[config.mk]
export PLATFORM = sky130hd
export DESIGN_NAME = mtcsr_bank
export DESIGN_NICKNAME = d
export VERILOG_FILES = /design/src/mtcsr_pkg.sv /design/src/mtcsr_bank.sv
export VERILOG_INCLUDE_DIRS = /design/src
export SDC_FILE = /design/constraint.sdc
export NUM_CORES = 1
export LEC_CHECK = 0
export BUFFER_PORTS_ARGS = -buffer_cell sky130_fd_sc_hd__clkbuf_2
export CORE_ASPECT_RATIO = 0.75
export CORE_UTILIZATION = 55
export CTS_CLUSTER_SIZE = 8
export DETAILED_ROUTE_END_ITERATION = 10
export PLACE_DENSITY_LB_ADDON = 0.1
export REMOVE_ABC_BUFFERS = 1
export SLEW_MARGIN = 20
export SYNTH_ARGS = -nofsm -noshare
export SYNTH_HDL_FRONTEND = slang
export SYNTH_SLANG_ARGS = --single-unit
[constraint.sdc]
create_clock -name ref_clk -period 12 [get_ports ref_clk]
set_clock_uncertainty 0.1 [all_clocks]
set_input_delay 2.4 -clock ref_clk [delete_from_list [all_inputs] [get_ports ref_clk]]
set_output_delay 2.4 -clock ref_clk [all_outputs]
set_load 0.005 [all_outputs]
[src/mtcsr_consts.svh]
`ifndef MTCSR_CONSTS_SVH
`define MTCSR_CONSTS_SVH

`define MTCSR_ADDR_W 12
`define MTCSR_A_IE 12'h304
`define MTCSR_A_TVEC 12'h305
`define MTCSR_A_CNTEN 12'h306
`define MTCSR_A_TVT 12'h307
`define MTCSR_A_ENVLO 12'h30a
`define MTCSR_A_STATH 12'h310
`define MTCSR_A_ENVHI 12'h31a
`define MTCSR_A_INHIB 12'h320
`define MTCSR_A_EVT_LO 12'h323
`define MTCSR_A_EVT_HI 12'h33f
`define MTCSR_A_SCR 12'h340
`define MTCSR_A_UCYC 12'hc00
`define MTCSR_A_URET 12'hc02
`define MTCSR_A_UCYCH 12'hc80
`define MTCSR_A_URETH 12'hc82

`define MTCSR_IE_MASK 32'hffff0888
`define MTCSR_TVEC_BASE_MASK 32'hffffff80
`define MTCSR_TVT_MIN_LSB 6
`define MTCSR_TVT_ID_LSB 2
`define MTCSR_CNT_MASK 32'h00000005
`define MTCSR_INHIB_RST 32'h00000005
`define MTCSR_ZERO 32'h00000000
`define MTCSR_CY_BIT 0
`define MTCSR_IR_BIT 2
`define MTCSR_BASE_LSB 7
`define MTCSR_MODE_W 2
`define MTCSR_MODE_DIRECT 2'h0
`define MTCSR_MODE_VECT 2'h1
`define MTCSR_MODE_CLIC 2'h3
`define MTCSR_NMI_IDX 5'hf
`define MTCSR_IDX_W 5
`define MTCSR_ALIGN_PAD 2'h0

`endif

[src/mtcsr_pkg.sv]
package mtcsr_pkg;
  typedef struct packed {
    logic access;
    logic write;
    logic user_mode;
    logic [11:0] addr;
    logic [31:0] wdata;
  } mtcsr_req_t;

  typedef struct packed {
    logic valid;
    logic hit;
    logic illegal;
    logic [31:0] rdata;
  } mtcsr_rsp_t;

  typedef struct packed {
    logic take;
    logic nmi;
    logic irq;
    logic [4:0] cause;
  } mtcsr_trap_t;

  typedef enum logic [1:0] {
    MTCSR_BOOT_WAIT,
    MTCSR_RUN
  } mtcsr_state_t;
endpackage : mtcsr_pkg

[src/mtcsr_bank.sv]
// Operation
// [RULE1] Without option, enable bits 31:16 are read-write, each gating fast line x.
// [RULE2] Without option, bits 11, 7, 3 gate external, timer, software lines.
// [RULE3] Without option, the remaining low enable bits read zero, writes ignored.
// [RULE4] With option, the whole enable register reads zero.
// [RULE5] Vector base bits 31:7 read-write, bits 6:2 zero, 128-byte alignment.
// [RULE6] Without option, mode keeps only legal values 0 direct, 1 vectored.
// [RULE7] Reset loads base from boot address, mode 01 or 11 with option.
// [RULE8] Traps branch to handler using base bits 31:7, direct or vectored.
// [RULE9] Non-maskable interrupt goes to table entry 15 in both modes.
// [RULE10] With option, mode is fixed at 3 and writes leave it.
// [RULE11] Table base exists only with option, bits 31:6, low bits zero.
// [RULE12] Table base aligned to max of 64 and 2^(2+id width) bytes.
// [RULE13] Status high, environment and event selector registers read zero.
// [RULE14] Counter-enable bits 0 and 2 allow user counter reads, else illegal.
// [RULE15] Inhibit bits 0 and 2 stop counters, reset set, others zero.
// [RULE16] Scratch word is plain 32-bit read-write storage, reset zero.
`include "mtcsr_consts.svh"

module mtcsr_bank
  import mtcsr_pkg::*;
#(
  parameter bit VECT_CTRL_EN = 1'b0,
  parameter int ID_WIDTH = 8
) (
  input wire logic ref_clk,
  input wire logic rst,
  input wire logic [31:0] boot_addr,
  input wire mtcsr_req_t csr_req,
  output mtcsr_rsp_t csr_rsp,
  input wire logic [31:0] irq_lines,
  output logic [31:0] irq_enabled,
  input wire mtcsr_trap_t trap_req,
  output logic handler_valid,
  output logic [31:0] handler_pc,
  output logic cycle_inhibit,
  output logic retired_inhibit
);

  localparam int TVT_LSB = (`MTCSR_TVT_ID_LSB + ID_WIDTH > `MTCSR_TVT_MIN_LSB) ?
    (`MTCSR_TVT_ID_LSB + ID_WIDTH) : `MTCSR_TVT_MIN_LSB;
  localparam logic [31:0] TVT_MASK = 32'hffffffff << TVT_LSB;

  // Elaboration check on the identifier width
  if (ID_WIDTH < 1 || ID_WIDTH > 29) begin : g_bad_id
    $error("mtcsr_bank: ID_WIDTH out of range");
  end

  function automatic logic in_events(input logic [11:0] a);
    in_events = (a >= `MTCSR_A_EVT_LO) && (a <= `MTCSR_A_EVT_HI);
  endfunction : in_events

  function automatic logic [1:0] legal_mode(input logic [1:0] w, input logic [1:0] cur);
    if (VECT_CTRL_EN) begin
      legal_mode = `MTCSR_MODE_CLIC; // RULE10
    end else if (w == `MTCSR_MODE_DIRECT || w == `MTCSR_MODE_VECT) begin
      legal_mode = w; // RULE6
    end else begin
      legal_mode = cur; // RULE6
    end
  endfunction : legal_mode

  mtcsr_state_t state_ff;
  mtcsr_state_t nxt_state;
  logic [31:0] ie_ff;
  logic [31:0] nxt_ie;
  logic [31:0] tvec_base_ff;
  logic [31:0] nxt_tvec_base;
  logic [1:0] tvec_mode_ff;
  logic [1:0] nxt_tvec_mode;
  logic [31:0] tvt_ff;
  logic [31:0] nxt_tvt;
  logic [31:0] cnten_ff;
  logic [31:0] nxt_cnten;
  logic [31:0] inhib_ff;
  logic [31:0] nxt_inhib;
  logic [31:0] scratch_ff;
  logic [31:0] nxt_scratch;
  mtcsr_rsp_t rsp_ff;
  mtcsr_rsp_t nxt_rsp;
  logic [31:0] irq_en_ff;
  logic [31:0] nxt_irq_en;
  logic hvalid_ff;
  logic nxt_hvalid;
  logic [31:0] hpc_ff;
  logic [31:0] nxt_hpc;

  logic wr;
  logic [31:0] rd_val;
  logic rd_hit;
  logic rd_illegal;

  assign wr = csr_req.access && csr_req.write && !csr_req.user_mode;

  // Read decode
  always_comb begin
    rd_val = `MTCSR_ZERO;
    rd_hit = 1'b1;
    rd_illegal = 1'b0;
    unique case (csr_req.addr)
      `MTCSR_A_IE: begin
        rd_val = VECT_CTRL_EN ? `MTCSR_ZERO : ie_ff; // RULE4
      end
      `MTCSR_A_TVEC: begin
        rd_val = tvec_base_ff | {30'h0, tvec_mode_ff}; // RULE5
      end
      `MTCSR_A_CNTEN: begin
        rd_val = cnten_ff;
      end
      `MTCSR_A_TVT: begin
        rd_hit = VECT_CTRL_EN; // RULE11
        rd_val = VECT_CTRL_EN ? tvt_ff : `MTCSR_ZERO;
      end
      `MTCSR_A_ENVLO, `MTCSR_A_STATH, `MTCSR_A_ENVHI: begin
        rd_val = `MTCSR_ZERO; // RULE13
      end
      `MTCSR_A_INHIB: begin
        rd_val = inhib_ff;
      end
      `MTCSR_A_SCR: begin
        rd_val = scratch_ff;
      end
      `MTCSR_A_UCYC, `MTCSR_A_UCYCH: begin
        rd_hit = 1'b0;
        rd_illegal = csr_req.user_mode && !cnten_ff[`MTCSR_CY_BIT]; // RULE14
      end
      `MTCSR_A_URET, `MTCSR_A_URETH: begin
        rd_hit = 1'b0;
        rd_illegal = csr_req.user_mode && !cnten_ff[`MTCSR_IR_BIT]; // RULE14
      end
      default: begin
        rd_hit = in_events(csr_req.addr); // RULE13
        rd_val = `MTCSR_ZERO;
      end
    endcase
  end

  // Register next values
  always_comb begin
    nxt_state = state_ff;
    nxt_ie = ie_ff;
    nxt_tvec_base = tvec_base_ff;
    nxt_tvec_mode = tvec_mode_ff;
    nxt_tvt = tvt_ff;
    nxt_cnten = cnten_ff;
    nxt_inhib = inhib_ff;
    nxt_scratch = scratch_ff;
    unique case (state_ff)
      MTCSR_BOOT_WAIT: begin
        nxt_tvec_base = boot_addr & `MTCSR_TVEC_BASE_MASK; // RULE7
        nxt_state = MTCSR_RUN;
      end
      MTCSR_RUN: begin
        if (wr) begin
          unique case (csr_req.addr)
            `MTCSR_A_IE: begin
              if (!VECT_CTRL_EN) begin
                nxt_ie = csr_req.wdata & `MTCSR_IE_MASK; // RULE1 RULE2 RULE3
              end
            end
            `MTCSR_A_TVEC: begin
              nxt_tvec_base = csr_req.wdata & `MTCSR_TVEC_BASE_MASK; // RULE5
              nxt_tvec_mode = legal_mode(csr_req.wdata[1:0], tvec_mode_ff);
            end
            `MTCSR_A_CNTEN: begin
              nxt_cnten = csr_req.wdata & `MTCSR_CNT_MASK; // RULE14
            end
            `MTCSR_A_TVT: begin
              if (VECT_CTRL_EN) begin
                nxt_tvt = csr_req.wdata & TVT_MASK; // RULE11 RULE12
              end
            end
            `MTCSR_A_INHIB: begin
              nxt_inhib = csr_req.wdata & `MTCSR_CNT_MASK; // RULE15
            end
            `MTCSR_A_SCR: begin
              nxt_scratch = csr_req.wdata; // RULE16
            end
            default: begin
              nxt_scratch = scratch_ff;
            end
          endcase
        end
      end
      default: begin
        nxt_state = MTCSR_RUN;
      end
    endcase
  end

  // Response, enable gating and handler address
  always_comb begin
    nxt_rsp.valid = csr_req.access;
    nxt_rsp.hit = csr_req.access && rd_hit;
    nxt_rsp.illegal = csr_req.access && rd_illegal;
    nxt_rsp.rdata = (csr_req.access && !rd_illegal) ? rd_val : `MTCSR_ZERO;
    nxt_irq_en = VECT_CTRL_EN ? `MTCSR_ZERO : (irq_lines & ie_ff); // RULE1 RULE2 RULE4
    nxt_hvalid = trap_req.take;
    nxt_hpc = hpc_ff;
    if (trap_req.take) begin
      if (trap_req.nmi) begin
        nxt_hpc = {tvec_base_ff[31:`MTCSR_BASE_LSB], `MTCSR_NMI_IDX, `MTCSR_ALIGN_PAD}; // RULE9
      end else if (trap_req.irq && tvec_mode_ff == `MTCSR_MODE_VECT) begin
        nxt_hpc = {tvec_base_ff[31:`MTCSR_BASE_LSB], trap_req.cause,
                   `MTCSR_ALIGN_PAD}; // RULE8
      end else begin
        nxt_hpc = tvec_base_ff; // RULE8
      end
    end
  end

  always_ff @(posedge ref_clk or posedge rst) begin
    if (rst) begin
      state_ff <= MTCSR_BOOT_WAIT;
      ie_ff <= `MTCSR_ZERO;
      tvec_base_ff <= `MTCSR_ZERO;
      tvec_mode_ff <= VECT_CTRL_EN ? `MTCSR_MODE_CLIC : `MTCSR_MODE_VECT; // RULE7
      tvt_ff <= `MTCSR_ZERO;
      cnten_ff <= `MTCSR_ZERO;
      inhib_ff <= `MTCSR_INHIB_RST; // RULE15
      scratch_ff <= `MTCSR_ZERO; // RULE16
      rsp_ff <= '0;
      irq_en_ff <= `MTCSR_ZERO;
      hvalid_ff <= 1'b0;
      hpc_ff <= `MTCSR_ZERO;
    end else begin
      state_ff <= nxt_state;
      ie_ff <= nxt_ie;
      tvec_base_ff <= nxt_tvec_base;
      tvec_mode_ff <= nxt_tvec_mode;
      tvt_ff <= nxt_tvt;
      cnten_ff <= nxt_cnten;
      inhib_ff <= nxt_inhib;
      scratch_ff <= nxt_scratch;
      rsp_ff <= nxt_rsp;
      irq_en_ff <= nxt_irq_en;
      hvalid_ff <= nxt_hvalid;
      hpc_ff <= nxt_hpc;
    end
  end

  assign csr_rsp = rsp_ff;
  assign irq_enabled = irq_en_ff;
  assign handler_valid = hvalid_ff;
  assign handler_pc = hpc_ff;
  assign cycle_inhibit = inhib_ff[`MTCSR_CY_BIT]; // RULE15
  assign retired_inhibit = inhib_ff[`MTCSR_IR_BIT]; // RULE15

endmodule : mtcsr_bank

* Yosys cells after proc, flatten, opt, wreduce, memory -nomap -nowiden
Index checks and enable logic that the tools add are counted.
** Operators by class
- Add/sub/neg operators :: 0
- $mul :: 0
- Div/mod/pow operators :: 0
- Order comparisons :: 2
- Equality and inequality tests :: 17
- Shifts and indexed selects :: 0
- Muxes and demuxes :: 9
- Bitwise operators :: 2
- Reduce and logical (&&, ||, !) cells :: 27
** Operator list (number)
- $pmux W32 S5 :: 1
- $eq A12 B10 Y1 const B :: 9
- $mux W32 :: 3
- $pmux W32 S2 :: 1
- $eq A12 B12 Y1 const B :: 4
- $and A32 B32 Y32 :: 1
- $or A32 B2 Y32 :: 1
- $reduce_and A3 Y1 :: 5
- $mux W7 :: 2
- $ge A12 B10 Y1 const B :: 1
- $le A12 B10 Y1 const B :: 1
- $logic_and A1 B1 Y1 :: 9
- $reduce_or A8 Y1 :: 1
- $reduce_or A5 Y1 :: 1
- $eq A2 B1 Y1 const B :: 2
- $logic_not A1 Y1 :: 4
- $logic_not A2 Y1 :: 2
- $ne A2 B2 Y1 const B :: 2
- $pmux W1 S2 :: 2
- $reduce_and A4 Y1 :: 1
- $reduce_or A2 Y1 :: 2
- $reduce_bool A2 Y1 :: 1
- $logic_or A1 B1 Y1 :: 1
** Word-level totals
- Bits in registers :: 190
- Bits in latches :: 0
- Memory bits (writable) :: 0
- Bits in read-only memories :: 0
- Input port bits :: 121
- Output and inout bits :: 102
- Word-level logic and storage cells :: 71
- Memories :: 0

* Logic depth before layout (Yosys ltp)
- Word-level depth :: 6
- Mapped depth :: 7
- Depth with buffers taken out :: 4

* Worst setup path after synthesis
No wires, ideal clock.
- Path type :: in2reg
- Start point :: in csr_req[33] in the netlist's numbering
- End point :: reg scratch_ff[10]
- Setup time :: 0.128 ns
- Arrival time :: 4.029 ns
- Required time :: 11.772 ns
- Setup slack :: 7.744 ns
- Stages :: 6
- Path buffers :: 2
- Cell sequence :: or4_4 nor4_4 and2_1 buf_4 buf_4 mux2_1
** Between the ends
- Longest elaborated chain between the ends :: 2
** Ends and longest elaborated chain
- from (decl) :: RTL line mtcsr_bank.sv:29 : input wire mtcsr_req_t csr_req,
- $eq A12 B10 Y1 :: RTL line mtcsr_bank.sv:155 : unique case (csr_req.addr)
- $reduce_and A3 Y1 (no line)
- to (signal assigned) :: RTL line mtcsr_bank.sv:221 : scratch_ff <= `MTCSR_ZERO;
- to (signal assigned) :: RTL line mtcsr_bank.sv:234 : scratch_ff <= nxt_scratch;
- to (decl) :: RTL line mtcsr_bank.sv:77 : logic [31:0] scratch_ff;
Every way passes these cells.
A chain may end at the register's enable or synchronous reset.

* Worst setup path after layout
- Start point :: in csr_req[33] in the netlist's numbering
- End point :: reg scratch_ff[9]
Same word-level chain as after synthesis.

==> reports/qor.csv <==
stage;metric;value;unit
clock_network;clk_latency;0.41;ns
synthesis;synth_area;6960;µm²
synthesis;yosys.area.top_type;dfrtp_1;
cells_and_area;syn_to_final_growth;22.4;%
die;die_x;132;µm
placement;io_buffers;187;
sta;setup_tns;0;ns
synthesis;synth-seq-cells;168;
drt;drc;0;
cells_and_area;num-fill-cells;910;
drt;drt_iter0_markers;436;
drt;ant_nets;0;
power_and_ir_drop;leakage;4.28;nW
clock_network;cts_resized;0;
placement;dpl-instance-area;7980;µm²
power_and_ir_drop;switching_power;0.295;mW
sta;worst_slew_pin_slew;1.06;ns
synthesis;synth-main-ff-cell;dfrtp_1;
cells_and_area;design_area;8520;µm²
drt;wl_per_cell;19.2;µm
critical_path;critPathBufInv;2;
critical_path;crit_required;12.20;ns
cells_and_area;antenna_cells;0;
sta;hold_violations;0;
power_and_ir_drop;clkPwrFrac;0.422;
die;fp-row-count;35;
cells_and_area;drive_gt1_frac;0.476;
power_and_ir_drop;comb_power_share;0.074;
drt;finalWirelength;17000;µm
clock_network;post_cts_buffers;0;
grt;grt_max_degree;93;
die;ios;223;
power_and_ir_drop;power_density;140;nW/µm²
clock_network;cts_sinks;168;
sta;setup_violations;0;
drt;firstDrtPassIters;5;
grt;grt_pass1_wl;26700;µm
sta;fin_crit_sh;0.407;
critical_path;start_kind;input port;
power_and_ir_drop;seqPwrFrac;0.504;
critical_path;crit_fanout;34;
placement;gp_congestion;0.809;
critical_path;end_kind;flop;
critical_path;cpMaxStageDelayCell;and2_2;
placement;detailed_place_hpwl;10700;µm
sta;max_freq;205;MHz
clock_network;clk_pin_slew;0.07;ns
worst_hold_path;worstHoldPathType;reg -> reg;
grt;gr-usage-all-layers;0.269;
grt;first_global_vias;4983;
sta;period_needed;4.89;ns
drt;viasPerCell;5.69;
sta;relSlewSlack;0.292;
die;initial_core_util;0.566;
die;die_area;13100;µm²
sta;rsz0062_at_grt;no;
die;core;12300;µm²
cells_and_area;layout.nets;828;
synthesis;synth_edf_count;0;
cells_and_area;layout_common_cells;clkbuf_2, dfrtp_1, mux2_2;
critical_path;crit_family;simple AND/OR/NAND/NOR gates;
synthesis;async_reset_ff_frac;1.00;
status;status;completed;
clock_network;cts_root_buffer;clkbuf_16;
critical_path;crit_chain;clkbuf_2 -> or4_4 -> nor4_4 -> buf_4 -> and2_2 -> mux2_2;
grt;overflow;0;
power_and_ir_drop;internal-power;0.901;mW
cells_and_area;final_common_cell;clkbuf_2;
clock_network;cts_made_buffers;17;
synthesis;synth.area.top_cells;dfrtp_1, mux2_2, mux2_1, o221a_2, or2_2;
power_and_ir_drop;p_total;1.20;mW
grt;antenna_found_initial;0;
critical_path;max_stage_delay;0.82;ns
clock_network;holdBufCountCts;0;
power_and_ir_drop;vdd_ir_drop_max;112;µV
synthesis;yosysTopAreaCellShare;0.593;
clock_network;cts_tree;yes;
synthesis;synth_cell_types;47;
drt;num_vias;5041;
synthesis;syn_inst;530;
synthesis;synth_area_per_cell;13.1;µm²
die;fp.dieH;99.4;µm
clock_network;cts_max_level;4;
synthesis;ys_seq_area_frac;0.605;
job;maxCapViolCount;0;
sta;timing.final.max_slew_violations;0;
critical_path;worstSetupPathType;in -> reg;
cells_and_area;final_core_util;0.692;
critical_path;cp.arrival;5.09;ns
clock_network;cts_buffer_depth;2;
synthesis;ys_warn_count;0;
power_and_ir_drop;p_sw_frac;0.247;
-- final cells by class --
cell class	instances	area, µm²	share of cell area
flip-flops and latches	168	4210	0.494
multi-input cells	320	2550	0.299
repair buffers	193	981	0.115
clock buffers	17	425	0.0499
well taps	166	208	0.0244
clock inverters	15	115	0.0135
inverters	7	31.3	0.00367
-- final timing paths --
path / slack [ns] / cells after the start / end / startpoint
max reg2reg: 8.96 / 3 / ie_ff[16] / state_ff[0]
min reg2reg: 0.39 / 1 / scratch_ff[7] / scratch_ff[7]
min: 0.39 / 1 / scratch_ff[7] / scratch_ff[7]
max in group asynchronous: 8.29 / 3 / scratch_ff[18] / rst
max: 7.11 / 6 / scratch_ff[9] / csr_req[33]
min in group asynchronous: 2.03 / 2 / handler_pc[28] / rst
-- kinds of logic (layout without fill, tap and decap cells) --
kind of cell | count (synthesis) | count (layout) | synth area share
buffers and inverters | 56 | 232 | 0.0423
muxes | 79 | 79 | 0.128
AOI/OAI and AO/OA | 76 | 76 | 0.0967
and+or+nand+nor | 149 | 149 | 0.128
other | 2 | 16 | 0.00108
DFF | 168 | 168 | 0.605
-- power by group through the flow --
stage	Sequential (mW)	Clock, mW	Combinational, mW
after detailed placement	0.613	0	0.0900
after global routing	0.605	0.533	0.0984
final	0.602	0.504	0.0890
after floorplan	0.610	0	0.0404
after global placement	0.611	0	0.0878
after CTS	0.602	0.509	0.0903
-- state kept, by name (all words and copies together), names as in the netlist --
name,flops
state_ff,1
tvec_mode_ff,2
handler_valid,1
tvec_base_ff,25
ie_ff,19
csr_rsp,35
handler_pc,30
irq_enabled,19
inhib_ff,2
cnten_ff,2
scratch_ff,32
-- stage by stage --
step	hold WS, ns	instances	setup slack, ns
final	0.390	886	7.11
after global routing	0.402	886	6.99
after CTS	0.390	886	7.13
after detailed placement	0.375	854	6.69
after global placement	0.368	854	6.68
after floorplan	0.357	495	4.96
-- synth_stat cells (2+ instances only) --
cell type	count
a21oi_1	13
a222oi_1	16
a22oi_1	8
a31oi_1	2
a32oi_1	2
and2_1	21
and3_1	17
and3b_1	4
buf_2	4
buf_4	17
buf_6	2
clkbuf_1	26
conb_1	2
dfrtp_1	165
dfstp_2	3
inv_1	7
mux2_1	27
mux2_2	51
nand2_1	6
nand2b_1	2
nand3_1	5
nand3b_1	2
nand4_1	9
nand4bb_1	2
nor2_1	37
nor2b_1	2
nor3b_1	2
nor4b_1	3
o21ai_0	5
o221a_2	25
or2_2	26
or3b_2	2
-- layer usage --
layer,global-route usage,part of all wire,wire length (µm)
met2,0.449,0.48,8220
met1,0.352,0.43,7220
met3,0.0668,0.079,1340
met5,0,0,0
met4,0.0832,0.012,204
Note: power is estimated with default switching activity, not from simulation.
